### src/rtl/bpci_defines.svh
`ifndef BPCI_DEFINES_SVH
`define BPCI_DEFINES_SVH

// ----------------------------------------
// clock and timing
// ----------------------------------------
`define BPCI_CLK_HZ 200000000
`define BPCI_DEBOUNCE_US 10000
`define BPCI_DEBOUNCE_CYC ((`BPCI_CLK_HZ / 1000000) * `BPCI_DEBOUNCE_US)
`define BPCI_DEBOUNCE_W 22
`define BPCI_ILOCK_TO_MS 10000
`define BPCI_ILOCK_TO_CYC ((`BPCI_CLK_HZ / 1000) * `BPCI_ILOCK_TO_MS)
`define BPCI_ILOCK_TO_W 32

// ----------------------------------------
// sizes
// ----------------------------------------
`define BPCI_NUM_CONTACTS 7
`define BPCI_NUM_REFS 3
`define BPCI_NUM_MONITORS 2
`define BPCI_NUM_RELAYS 4
`define BPCI_REF_W 16
`define BPCI_REF_FUNC_W 5

// ----------------------------------------
// reset and default values
// ----------------------------------------
`define BPCI_REF_ONE_LVL_DEF 2'h0
`define BPCI_REF_TWO_LVL_DEF 2'h2
`define BPCI_REF_THREE_LVL_DEF 2'h0
`define BPCI_MON_LVL_DEF 2'h0
`define BPCI_REF_ONE_FUNC_DEF 5'h00
`define BPCI_REF_TWO_FUNC_DEF 5'h02
`define BPCI_REF_FUNC_BIAS 5'h00
`define BPCI_DI_FUNC_DEF 21'h16c688
`define BPCI_RELAY_FUNC_DEF 12'h688

`endif

### src/rtl/bpci_pkg.sv
package bpci_pkg;

    typedef enum logic [1:0] {
        BPCI_LVL_UNI = 2'h0,
        BPCI_LVL_BIP = 2'h1,
        BPCI_LVL_I420 = 2'h2,
        BPCI_LVL_I020 = 2'h3
    } bpci_level_type;

    typedef enum logic [2:0] {
        BPCI_DI_RUN = 3'h0,
        BPCI_DI_SAFETY = 3'h1,
        BPCI_DI_AUTO_ILOCK = 3'h2,
        BPCI_DI_XFER = 3'h3,
        BPCI_DI_SMOKE = 3'h4,
        BPCI_DI_SPARE = 3'h5,
        BPCI_DI_NONE6 = 3'h6,
        BPCI_DI_NONE7 = 3'h7
    } bpci_difunc_type;

    typedef enum logic [2:0] {
        BPCI_RLY_MOTOR_RUN = 3'h0,
        BPCI_RLY_HAND = 3'h1,
        BPCI_RLY_AUTO = 3'h2,
        BPCI_RLY_FAULT = 3'h3,
        BPCI_RLY_BYPASS = 3'h4,
        BPCI_RLY_DRIVE = 3'h5,
        BPCI_RLY_SMOKE = 3'h6,
        BPCI_RLY_ILOCK_OPEN = 3'h7
    } bpci_relay_type;

    typedef enum logic [1:0] {
        BPCI_MODE_OFF = 2'h0,
        BPCI_MODE_HAND = 2'h1,
        BPCI_MODE_AUTO = 2'h2
    } bpci_mode_type;

    typedef struct packed {
        bpci_level_type [2:0] refLevel;
        logic [1:0][4:0] refFunc;
        bpci_level_type [1:0] monLevel;
        bpci_difunc_type [6:0] diFunc;
        bpci_relay_type [3:0] relayFunc;
    } bpci_cfg_type;

    typedef struct packed {
        logic hand;
        logic auto;
        logic off;
        logic faultReset;
        logic bypassToggle;
    } bpci_keys_type;

    typedef struct packed {
        logic motorRun;
        logic handMode;
        logic autoMode;
        logic fault;
        logic bypassActive;
        logic driveActive;
        logic smokeActive;
        logic ilockOpen;
    } bpci_status_type;

endpackage : bpci_pkg

### src/rtl/bpci_interlock.sv
// What this block does
// - three reference inputs take level codes 0-3
// - defaults: refs one,three unipolar; two 4-20 mA
// - both refs bias function: sum forms reference
// - monitor outputs accept only codes 0,2
// - four relays, defaults run/hand/auto/fault, reassignable
// - auto mode runs only while run contact closed
// - safety open with run: status and fault
// - safety open blocks bypass except smoke purge
// - automation interlock open with run: status, alarm, timeout
// - automation interlock open blocks bypass except smoke purge
// - transfer open runs drive unless keypad bypass is selected, closed runs bypass
// - smoke purge: bypass, ignore overload and safety
// - smoke purge ignores other inputs and keys
// - smoke purge ends only on input open, power
// - seven contact inputs have selectable functions
// - keypad toggles bypass and drive mode
`timescale 1ns/1ps
`default_nettype none
`include "bpci_defines.svh"

module bpci_interlock
    import bpci_pkg::*;
#(
    parameter int DEBOUNCE_CYC = `BPCI_DEBOUNCE_CYC,
    parameter int ILOCK_TO_CYC = `BPCI_ILOCK_TO_CYC
) (
    input wire logic sys_clk,
    input wire logic srst,
    input wire logic [`BPCI_NUM_CONTACTS-1:0] contactIn,
    input wire logic motorOverload,
    input wire bpci_keys_type keys,
    input wire logic cfgWrite,
    input wire bpci_cfg_type cfgIn,
    input wire logic loadDefaults,
    input wire logic signed [`BPCI_REF_W-1:0] analogRefOneValue,
    input wire logic signed [`BPCI_REF_W-1:0] analogRefTwoValue,
    output bpci_cfg_type cfgOut,
    output logic cfgReject,
    output logic signed [`BPCI_REF_W:0] freqRef,
    output logic driveRun,
    output logic bypassRun,
    output bpci_mode_type modeOut,
    output logic bypassSelected,
    output logic safetyOpenStatus,
    output logic safetyOpenFault,
    output logic interlockOpenStatus,
    output logic interlockOpenAlarm,
    output logic interlockTimeoutFault,
    output logic smokePurgeActive,
    output logic overloadOverride,
    output logic [`BPCI_NUM_RELAYS-1:0] relayOut
);

    // ----------------------------------------
    // state
    // ----------------------------------------
    typedef struct packed {
        bpci_cfg_type cfg;
        logic cfgReject;
        bpci_mode_type mode;
        logic bypassSel;
        logic safetyFault;
        logic ilockFault;
        logic [`BPCI_ILOCK_TO_W-1:0] toCnt;
        logic signed [`BPCI_REF_W:0] freqRef;
        logic driveRun;
        logic bypassRun;
        logic safetyOpen;
        logic ilockOpen;
        logic ilockAlarm;
        logic smoke;
    } bpci_state_type;

    localparam logic [`BPCI_ILOCK_TO_W-1:0] TO_LAST = `BPCI_ILOCK_TO_W'(ILOCK_TO_CYC - 1);

    bpci_state_type st;
    bpci_state_type next_st;
    logic [`BPCI_NUM_CONTACTS-1:0] stable;
    bpci_status_type status;

    logic smokeIn;
    logic runContact;
    logic safetyOpenNow;
    logic ilockOpenNow;
    logic xferIn;
    logic runCmd;
    logic wantBypass;
    logic anyFault;
    logic runOk;

    // ----------------------------------------
    // contact decode helpers
    // ----------------------------------------
    function automatic logic fnClosed(
        input bpci_difunc_type [`BPCI_NUM_CONTACTS-1:0] sel,
        input logic [`BPCI_NUM_CONTACTS-1:0] closed,
        input bpci_difunc_type code
    );
        fnClosed = 1'b0;
        for (int i = 0; i < `BPCI_NUM_CONTACTS; i++) begin
            if (sel[i] == code && closed[i]) begin
                fnClosed = 1'b1;
            end
        end
    endfunction : fnClosed

    function automatic logic fnAssigned(
        input bpci_difunc_type [`BPCI_NUM_CONTACTS-1:0] sel,
        input bpci_difunc_type code
    );
        fnAssigned = 1'b0;
        for (int i = 0; i < `BPCI_NUM_CONTACTS; i++) begin
            if (sel[i] == code) begin
                fnAssigned = 1'b1;
            end
        end
    endfunction : fnAssigned

    function automatic bpci_cfg_type defaultCfg();
        bpci_cfg_type c;
        c = '0;
        c.refLevel[0] = bpci_level_type'(`BPCI_REF_ONE_LVL_DEF);
        c.refLevel[1] = bpci_level_type'(`BPCI_REF_TWO_LVL_DEF);
        c.refLevel[2] = bpci_level_type'(`BPCI_REF_THREE_LVL_DEF);
        c.refFunc[0] = `BPCI_REF_ONE_FUNC_DEF;
        c.refFunc[1] = `BPCI_REF_TWO_FUNC_DEF;
        c.monLevel[0] = bpci_level_type'(`BPCI_MON_LVL_DEF);
        c.monLevel[1] = bpci_level_type'(`BPCI_MON_LVL_DEF);
        c.diFunc = `BPCI_DI_FUNC_DEF;
        c.relayFunc = `BPCI_RELAY_FUNC_DEF;
        defaultCfg = c;
    endfunction : defaultCfg

    function automatic logic monLevelOk(input bpci_level_type l);
        monLevelOk = (l == BPCI_LVL_UNI) || (l == BPCI_LVL_I420);
    endfunction : monLevelOk

    // ----------------------------------------
    // contact conditioning
    // ----------------------------------------
    bpci_debounce #(
        .CNT(DEBOUNCE_CYC)
    ) u_debounce (
        .sys_clk(sys_clk),
        .srst(srst),
        .rawIn(contactIn),
        .stableOut(stable)
    );

    // ----------------------------------------
    // input functions
    // ----------------------------------------
    always_comb begin
        smokeIn = fnClosed(st.cfg.diFunc, stable, BPCI_DI_SMOKE);
        runContact = fnClosed(st.cfg.diFunc, stable, BPCI_DI_RUN);
        xferIn = fnClosed(st.cfg.diFunc, stable, BPCI_DI_XFER);
        safetyOpenNow = fnAssigned(st.cfg.diFunc, BPCI_DI_SAFETY)
            && !fnClosed(st.cfg.diFunc, stable, BPCI_DI_SAFETY);
        ilockOpenNow = fnAssigned(st.cfg.diFunc, BPCI_DI_AUTO_ILOCK)
            && !fnClosed(st.cfg.diFunc, stable, BPCI_DI_AUTO_ILOCK);
        runCmd = (st.mode == BPCI_MODE_HAND)
            || (st.mode == BPCI_MODE_AUTO && runContact);
        wantBypass = st.bypassSel || xferIn;
        anyFault = st.safetyFault || st.ilockFault;
        runOk = runCmd && !anyFault && !motorOverload;
    end

    // ----------------------------------------
    // next state
    // ----------------------------------------
    always_comb begin
        next_st = st;
        next_st.cfgReject = 1'b0;
        next_st.smoke = smokeIn;
        next_st.safetyOpen = safetyOpenNow;
        next_st.ilockOpen = ilockOpenNow;

        // configuration
        if (loadDefaults) begin
            next_st.cfg = defaultCfg();
        end else if (cfgWrite) begin
            next_st.cfg.refLevel = cfgIn.refLevel;
            next_st.cfg.refFunc = cfgIn.refFunc;
            next_st.cfg.diFunc = cfgIn.diFunc;
            next_st.cfg.relayFunc = cfgIn.relayFunc;
            for (int m = 0; m < `BPCI_NUM_MONITORS; m++) begin
                if (monLevelOk(cfgIn.monLevel[m])) begin
                    next_st.cfg.monLevel[m] = cfgIn.monLevel[m];
                end
            end
            next_st.cfgReject = !monLevelOk(cfgIn.monLevel[0])
                || !monLevelOk(cfgIn.monLevel[1]);
        end

        // keypad, frozen during smoke purge
        if (!smokeIn) begin
            if (keys.off) begin
                next_st.mode = BPCI_MODE_OFF;
            end else if (keys.hand) begin
                next_st.mode = BPCI_MODE_HAND;
            end else if (keys.auto) begin
                next_st.mode = BPCI_MODE_AUTO;
            end
            if (keys.bypassToggle) begin
                next_st.bypassSel = !st.bypassSel;
            end
            if (keys.faultReset) begin
                next_st.safetyFault = 1'b0;
                next_st.ilockFault = 1'b0;
            end
        end

        // interlock supervision; a set wins over a reset key
        next_st.ilockAlarm = 1'b0;
        if (smokeIn) begin
            next_st.toCnt = '0;
        end else begin
            if (runCmd && safetyOpenNow) begin
                next_st.safetyFault = 1'b1;
            end
            if (runCmd && ilockOpenNow) begin
                next_st.ilockAlarm = 1'b1;
                if (st.toCnt >= TO_LAST) begin
                    next_st.ilockFault = 1'b1;
                end else begin
                    next_st.toCnt = st.toCnt + `BPCI_ILOCK_TO_W'(1);
                end
            end else begin
                next_st.toCnt = '0;
            end
        end

        // motor path
        if (smokeIn) begin
            next_st.bypassRun = 1'b1;
            next_st.driveRun = 1'b0;
        end else begin
            next_st.bypassRun = runOk && wantBypass
                && !safetyOpenNow
                && !ilockOpenNow;
            next_st.driveRun = runOk && !wantBypass;
        end

        // frequency reference
        if (st.cfg.refFunc[0] == `BPCI_REF_FUNC_BIAS
            && st.cfg.refFunc[1] == `BPCI_REF_FUNC_BIAS) begin
            next_st.freqRef = (`BPCI_REF_W+1)'(analogRefOneValue)
                + (`BPCI_REF_W+1)'(analogRefTwoValue);
        end else begin
            next_st.freqRef = (`BPCI_REF_W+1)'(analogRefOneValue);
        end
    end

    // ----------------------------------------
    // registers
    // ----------------------------------------
    always_ff @(posedge sys_clk) begin
        if (srst) begin
            st <= '0;
            st.cfg <= defaultCfg();
            st.mode <= BPCI_MODE_OFF;
        end else begin
            st <= next_st;
        end
    end

    // ----------------------------------------
    // annunciation
    // ----------------------------------------
    always_comb begin
        status.motorRun = st.driveRun || st.bypassRun;
        status.handMode = (st.mode == BPCI_MODE_HAND);
        status.autoMode = (st.mode == BPCI_MODE_AUTO);
        status.fault = st.safetyFault || st.ilockFault;
        status.bypassActive = st.bypassRun;
        status.driveActive = st.driveRun;
        status.smokeActive = st.smoke;
        status.ilockOpen = st.ilockOpen;
    end

    bpci_relay_mux u_relay (
        .sys_clk(sys_clk),
        .srst(srst),
        .relayFunc(st.cfg.relayFunc),
        .status(status),
        .relayOut(relayOut)
    );

    // ----------------------------------------
    // outputs
    // ----------------------------------------
    assign cfgOut = st.cfg;
    assign cfgReject = st.cfgReject;
    assign freqRef = st.freqRef;
    assign driveRun = st.driveRun;
    assign bypassRun = st.bypassRun;
    assign modeOut = st.mode;
    assign bypassSelected = st.bypassSel;
    assign safetyOpenStatus = st.safetyOpen;
    assign safetyOpenFault = st.safetyFault;
    assign interlockOpenStatus = st.ilockOpen;
    assign interlockOpenAlarm = st.ilockAlarm;
    assign interlockTimeoutFault = st.ilockFault;
    assign smokePurgeActive = st.smoke;
    assign overloadOverride = st.smoke;

endmodule : bpci_interlock
`default_nettype wire

### src/rtl/bpci_debounce.sv
`timescale 1ns/1ps
`default_nettype none
`include "bpci_defines.svh"

module bpci_debounce
    import bpci_pkg::*;
#(
    parameter int CNT = `BPCI_DEBOUNCE_CYC
) (
    input wire logic sys_clk,
    input wire logic srst,
    input wire logic [`BPCI_NUM_CONTACTS-1:0] rawIn,
    output logic [`BPCI_NUM_CONTACTS-1:0] stableOut
);

    typedef struct packed {
        logic [`BPCI_NUM_CONTACTS-1:0] s1;
        logic [`BPCI_NUM_CONTACTS-1:0] s2;
        logic [`BPCI_NUM_CONTACTS-1:0] stable;
        logic [`BPCI_NUM_CONTACTS-1:0][`BPCI_DEBOUNCE_W-1:0] cnt;
    } bpci_dbstate_type;

    localparam logic [`BPCI_DEBOUNCE_W-1:0] LAST = `BPCI_DEBOUNCE_W'(CNT - 1);

    bpci_dbstate_type st;
    bpci_dbstate_type next_st;

    // ----------------------------------------
    // two-stage sync then hold-off count
    // ----------------------------------------
    always_comb begin
        next_st = st;
        next_st.s1 = rawIn;
        next_st.s2 = st.s1;
        for (int i = 0; i < `BPCI_NUM_CONTACTS; i++) begin
            if (st.s2[i] == st.stable[i]) begin
                next_st.cnt[i] = '0;
            end else if (st.cnt[i] >= LAST) begin
                next_st.cnt[i] = '0;
                next_st.stable[i] = st.s2[i];
            end else begin
                next_st.cnt[i] = st.cnt[i] + `BPCI_DEBOUNCE_W'(1);
            end
        end
    end

    always_ff @(posedge sys_clk) begin
        if (srst) begin
            st <= '0;
        end else begin
            st <= next_st;
        end
    end

    assign stableOut = st.stable;

endmodule : bpci_debounce
`default_nettype wire

### src/rtl/bpci_relay_mux.sv
`timescale 1ns/1ps
`default_nettype none
`include "bpci_defines.svh"

module bpci_relay_mux
    import bpci_pkg::*;
(
    input wire logic sys_clk,
    input wire logic srst,
    input wire bpci_relay_type [`BPCI_NUM_RELAYS-1:0] relayFunc,
    input wire bpci_status_type status,
    output logic [`BPCI_NUM_RELAYS-1:0] relayOut
);

    typedef struct packed {
        logic [`BPCI_NUM_RELAYS-1:0] relay;
    } bpci_rlystate_type;

    bpci_rlystate_type st;
    bpci_rlystate_type next_st;

    function automatic logic pickStatus(input bpci_relay_type f, input bpci_status_type s);
        case (f)
            BPCI_RLY_MOTOR_RUN: pickStatus = s.motorRun;
            BPCI_RLY_HAND: pickStatus = s.handMode;
            BPCI_RLY_AUTO: pickStatus = s.autoMode;
            BPCI_RLY_FAULT: pickStatus = s.fault;
            BPCI_RLY_BYPASS: pickStatus = s.bypassActive;
            BPCI_RLY_DRIVE: pickStatus = s.driveActive;
            BPCI_RLY_SMOKE: pickStatus = s.smokeActive;
            BPCI_RLY_ILOCK_OPEN: pickStatus = s.ilockOpen;
            default: pickStatus = 1'b0;
        endcase
    endfunction : pickStatus

    // ----------------------------------------
    // per relay function select
    // ----------------------------------------
    always_comb begin
        next_st = st;
        for (int i = 0; i < `BPCI_NUM_RELAYS; i++) begin
            next_st.relay[i] = pickStatus(relayFunc[i], status);
        end
    end

    always_ff @(posedge sys_clk) begin
        if (srst) begin
            st <= '0;
        end else begin
            st <= next_st;
        end
    end

    assign relayOut = st.relay;

endmodule : bpci_relay_mux
`default_nettype wire

### config.mk
export PLATFORM = sky130hd
export DESIGN_NAME = bpci_interlock
export DESIGN_NICKNAME = d
export VERILOG_FILES = /design/src/rtl/bpci_pkg.sv /design/src/rtl/bpci_interlock.sv /design/src/rtl/bpci_debounce.sv /design/src/rtl/bpci_relay_mux.sv
export VERILOG_INCLUDE_DIRS = /design/src /design/src/rtl
export SDC_FILE = /design/constraint.sdc
export NUM_CORES = 1
export LEC_CHECK = 0
export BUFFER_PORTS_ARGS = -buffer_cell sky130_fd_sc_hd__buf_2
export CORE_MARGIN = 4
export CORE_UTILIZATION = 34
export CTS_CLUSTER_SIZE = 16
export DETAILED_ROUTE_END_ITERATION = 16
export PLACE_DENSITY_LB_ADDON = 0.25
export SYNTH_ARGS = -nofsm -noshare
export SYNTH_HDL_FRONTEND = slang
export SYNTH_SLANG_ARGS = --single-unit
### constraint.sdc
create_clock -name sys_clk -period 2.6 [get_ports sys_clk]
set_input_delay 0.65 -clock sys_clk [delete_from_list [all_inputs] [get_ports sys_clk]]
set_output_delay 0.65 -clock sys_clk [all_outputs]
set_load 0.05 [all_outputs]
======== After elaboration in Yosys (flattened, before gate mapping) ========
Index checks and enable logic that the tools add are counted.
cells by class
  $lt $le $gt $ge ......................... 8
  reductions and logical operators ........ 102
  bitwise operators ....................... 10
  eq/ne operators ......................... 67
  add/sub/neg operators ................... 9
  multiplexer cells ....................... 65
operators by type and width
  operator                                               count
  adder 22 x 1 -> 22 bit, second input constant          7
  >= comparator 22 x 21 -> 1 bit, second input constant  7
  equality test 3 bit, second input constant             23
  equality test 3 x 2 -> 1 bit, second input constant    22
  two-way mux 1 bit                                      54
  logical AND 1 bit                                      47
  equality test 3 x 1 -> 1 bit, second input constant    11
  logical NOT 3 bit                                      11
  adder 32 x 1 -> 32 bit, second input constant          1
  >= comparator 32 x 31 -> 1 bit, second input constant  1
  case mux 1 bit (8 select lines)                        4
  OR reduction 3 bit                                     9
  AND reduction 2 bit                                    11
  adder 16 x 16 -> 17 bit                                1
  two-way mux 17 bit                                     1
  two-way mux 2 bit                                      6
  logical NOT 1 bit                                      10
  logical NOT 5 bit                                      2
  inverter 1 bit                                         10
  equality test 1 bit                                    7
  logical OR 1 bit                                       7
  equality test 2 bit, second input constant             3
  logical NOT 2 bit                                      2
  OR reduction 2 bit                                     2
  other kinds (2)                                        2
word-level totals
  input bits .............................. 102
  register bits after elaboration ......... 293
  output and inout bits ................... 87

======== Longest topological paths before layout ========
  word-level depth ........................ 17
  mapped depth ............................ 9

======== Modules after synthesis ========
From an unflattened synthesis, not the netlist that was laid out.
second synthesis, totals
  cells, all modules ...................... 1580
  area, all modules ....................... 13993.4 um2
modules (own cells, without submodules)
  module          times used  sequential area each (um2)  area each (um2)  cells each
  bpci_debounce   1           3503.4                      7448.4           845
  bpci_interlock  1           2282.2                      6169.7           699
  bpci_relay_mux  1           80.1                        375.4            36

======== Worst setup path after synthesis ========
No wires, ideal clock.
  path kind ............................... input-to-reg
  start ................................... input analogRefOneValue[1]
  end ..................................... register st, in the netlist freqRef[11]
  buffers on the path ..................... 0
  path slack .............................. 367 ps
  arrival time ............................ 2142 ps
  setup time .............................. 91 ps
  cell stages on the path ................. 6
  data required time ...................... 2509 ps
  cell sequence ........................... ha_1 -> a211o_1 -> a2111o_1 -> a21boi_0 -> o21ai_0 -> a311oi_1
between the ends
  cells in the longest elaborated chain, start to end .. 2
RTL lines
  what                     line                   text
  start: declaration       bpci_interlock.sv:36   input wire logic signed [`BPCI_REF_W-1:0] analogRefOneValue,
  adder 16 x 16 -> 17 bit  bpci_interlock.sv:248  next_st.freqRef = (`BPCI_REF_W+1)'(analogRefOneValue)
  two-way mux 17 bit       bpci_interlock.sv:246  if (st.cfg.refFunc[0] == `BPCI_REF_FUNC_BIAS
  end signal: assignment   bpci_interlock.sv:264  st <= next_st;
  end: declaration         bpci_interlock.sv:77   bpci_state_type st;
No other way between the ends.
A chain may end at the register's enable or synchronous reset.

======== Final worst setup path ========
  start ................................... register st[23] (netlist bit)
  end ..................................... register st[37] (netlist bit)
between the ends
  cells in the longest elaborated chain, start to end .. 1
RTL lines
  what                                                                             line
  adder 32 x 1 -> 32 bit / >= comparator 32 x 31 -> 1 bit (equally long branches)  bpci_interlock.sv:227, bpci_interlock.sv:224
Several ways; a longest one is shown, not always the timed one.

==> impl_metrics.toml <==
[synth]
synth.top_cells.by_area = "sky130_fd_sc_hd__dfxtp_1 41%, sky130_fd_sc_hd__nor2_1 7.0%, sky130_fd_sc_hd__xnor2_1 4.5%, sky130_fd_sc_hd__buf_4 3.9%, sky130_fd_sc_hd__mux2i_1 3.8%"
synth-main-ff-cell = "sky130_fd_sc_hd__dfxtp_1"
synth_top_area_share_pct = 41.5
async_flop_share_pct = 0
synth_seq_cells = 293
synth_top_cell_by_area = "sky130_fd_sc_hd__dfxtp_1"
synthesis.area_um2 = 14100
synth_edf_count = 0
synth_cell_types = 71
synth_sequential_area_ratio_pct = 41.5
ys.warnings.count = 0
avgSynthCellArea_um2 = 8.81
synthCells = 1607

[clock_tree]
ctsHtreeMaxLevel = 2
cts_root_buffer = "sky130_fd_sc_hd__clkbuf_16"
post_cts_buffers = 0
clockBufferDepth = 3
clk-insertion-delay-late_ns = 0.54
cts_tree = "yes"
cts-hold-fix-buffers = 0
cts_inserted_buffers = 37
tritoncts_num_sinks = 293
cts.repair.resized = 0
clkTransAtPathRegs_ns = 0.05

[floorplan]
placeableCoreArea_um2 = 41000
initial_core_util_pct = 34.5
chipWidth_um = 212
floorplan.rows = 74
die_area_um2 = 44900
die_height_um = 212
ioPinCount = 189

[worst_setup_path]
start_kind = "flop"
critical_path_arrival_ns = 2.70
path_type_of_the_worst_setup_path = "reg2reg"
crit_required_ns = 3.06
critPathMaxFanout = 8
cp-end-kind = "flop"

[run_status]
outcome = "complete, no violations"

[pwr]
fin_total_pwr_uw = 10300
power.static_leakage_uw = 0.00610
power.density_nw_per_um2 = 626
power.ir.vdd_worst_v = 0.000398

[timing]
fmax_mhz = 448
finalHoldViolations = 0
final.hold.worst_slack_ns = 0.291
tightestPinTransition_ns = 0.938
final_min_period_over_clock_period_pct = 85.9
finalWorstPathRequiredPeriod_ns = 2.23
setup_repair_after_global_routing_missed_its_margin = "false"
number_of_max_slew_violations_in_the_final_report = 0
setup_viol = 0
setup-tns-final_ns = 0
finalClockSkew_ns = 0.0287
relSlewSlack_pct = 37.5

[routing]
ant_nets = 0
wire_per_inst_um = 15.7
detailedRoute.firstIterationViolations = 604
detail_route.wirelength_um = 36200
drt_drc_violations_left = 0
drt_pass_1_iters = 7
post_drt_via_cell_ratio = 5.07
num_vias = 11700

[placement]
numPortBuffers = 188
gpl.final_weighted_congestion = 0.855
place_hpwl_um = 26300
dp.cells = 2241

[final_layout]
multi_input_comb_area_um2 = 7400
finish.cell_count_without_fillers = 2305
layout.area.seq_um2 = 5870
drive_gt1_share_pct = 17.1
design.final.nets = 1875
flow.area_growth_from_synthesis_pct = 16.4
num-fill-cells = 4173

[grt]
gr-total-overflow = 0
initial_antenna_violation_count = 1
grtUsageTotal_pct = 15.7
vias_in_the_first_global_route = 11100
grt_first_pass_wirelength_um = 57800
grt_max_degree = 40

[flow_run]
maxCapViolations = 0

[hold_path]
min_path_type = "in2reg"
==> sequential cells by signal, summed over array words and instances, names as in the netlist <==
register               count
u_debounce.st            161
cfgOut                    53
st                        32
freqRef                   17
u_debounce.next_st         7
u_debounce.stableOut       7
u_relay.relayOut           4
modeOut                    2
bypassRun                  1
bypassSelected             1
cfgReject                  1
driveRun                   1
interlockOpenAlarm         1
interlockOpenStatus        1
interlockTimeoutFault      1
overloadOverride           1
safetyOpenFault            1
safetyOpenStatus           1
==> per-stage QoR <==
stage	worst slack, ns	util, %	instance area [um^2]
2_1_floorplan	0.367	-	14200
3_3_place_gp	0.120	37.4	15300
3_5_place_dp	0.0651	37.4	15300
4_1_cts	0.369	40.1	16500
5_1_grt	0.198	40.1	16500
6_report	0.368	40.1	16500
==> final timing paths <==
path | from | to | slack, ns | depth (start not counted)
worst max-delay path | st[23] | st[37] | 0.37 | 6
worst min-delay path | motorOverload | driveRun | 0.29 | 2
worst max register to register | st[23] | st[37] | 0.37 | 6
worst min register to register | u_debounce.next_st[167] | u_debounce.st[167] | 0.44 | 1
==> worst max-delay path, stage by stage, from the launching register on <==
cell                      delay [ns]
sky130_fd_sc_hd__dfxtp_1        0.38
sky130_fd_sc_hd__ha_1           0.21
sky130_fd_sc_hd__nand4_1        0.12
sky130_fd_sc_hd__or3_1          0.48
sky130_fd_sc_hd__or3_1          0.43
sky130_fd_sc_hd__or4_1          0.40
sky130_fd_sc_hd__a21oi_1        0.14
==> synthesized netlist by cell type, drive strengths merged, types with 26 or more instances <==
cell,n
a21oi,57
buf,89
clkbuf,41
dfxtp,293
inv,35
mux2i,54
nand2,94
nand3,77
nand4,39
nor2,264
nor3,38
o31ai,26
or4,33
xnor2,73
xor2,61
==> cells by family after synthesis <==
kind of cell	Yosys count	synth area share, %
mux	62	5.09
compound gates	203	9.84
buf+inv	165	6.50
fa+ha+maj	25	2.26
simple gates	724	26.5
xor+xnor	134	8.29
other cells	1	0.0265
flops	293	41.5
==> metal layers <==
metal / track usage (%) / wire length, um / up-vias
met2: 24.5 / 15900 / 259
li1: - / - / 5952
met1: 22.1 / 17400 / 5417
met5: 0 / 0 / -
met3: 2.83 / 1930 / 59
met4: 5.30 / 899 / 0
==> where the power goes <==
| group | leakage (uW) | switching, uW | internal [uW] |
|---|---|---|---|
| registers | 0.00238 | 73.2 | 4570 |
| clock network | 0.000553 | 1960 | 2890 |
| logic | 0.00317 | 533 | 296 |
| total | 0.00610 | 2560 | 7750 |
==> layout by cell type (no fill, tap or decap), drive strengths merged, types with 33 or more instances in the layout <==
cell / instances
dfxtp: 293
nor2: 264
buf: 226
nand2: 94
nand3: 77
xnor2: 73
xor2: 61
a21oi: 57
clkbuf: 57
mux2i: 54
nand4: 39
nor3: 38
inv: 37
or4: 33
==> final cells by class <==
type                            instances  area share, %
Clock buffer                           57           6.64
Tap cell                              532           4.04
Inverter                               35          0.798
Timing Repair Buffer                  226           7.69
Clock inverter                          6          0.243
Multi-Input combinational cell       1155           44.9
Sequential cell                       293           35.6
Antenna cell                            1         0.0152
Power figures use the tool's default switching activity.
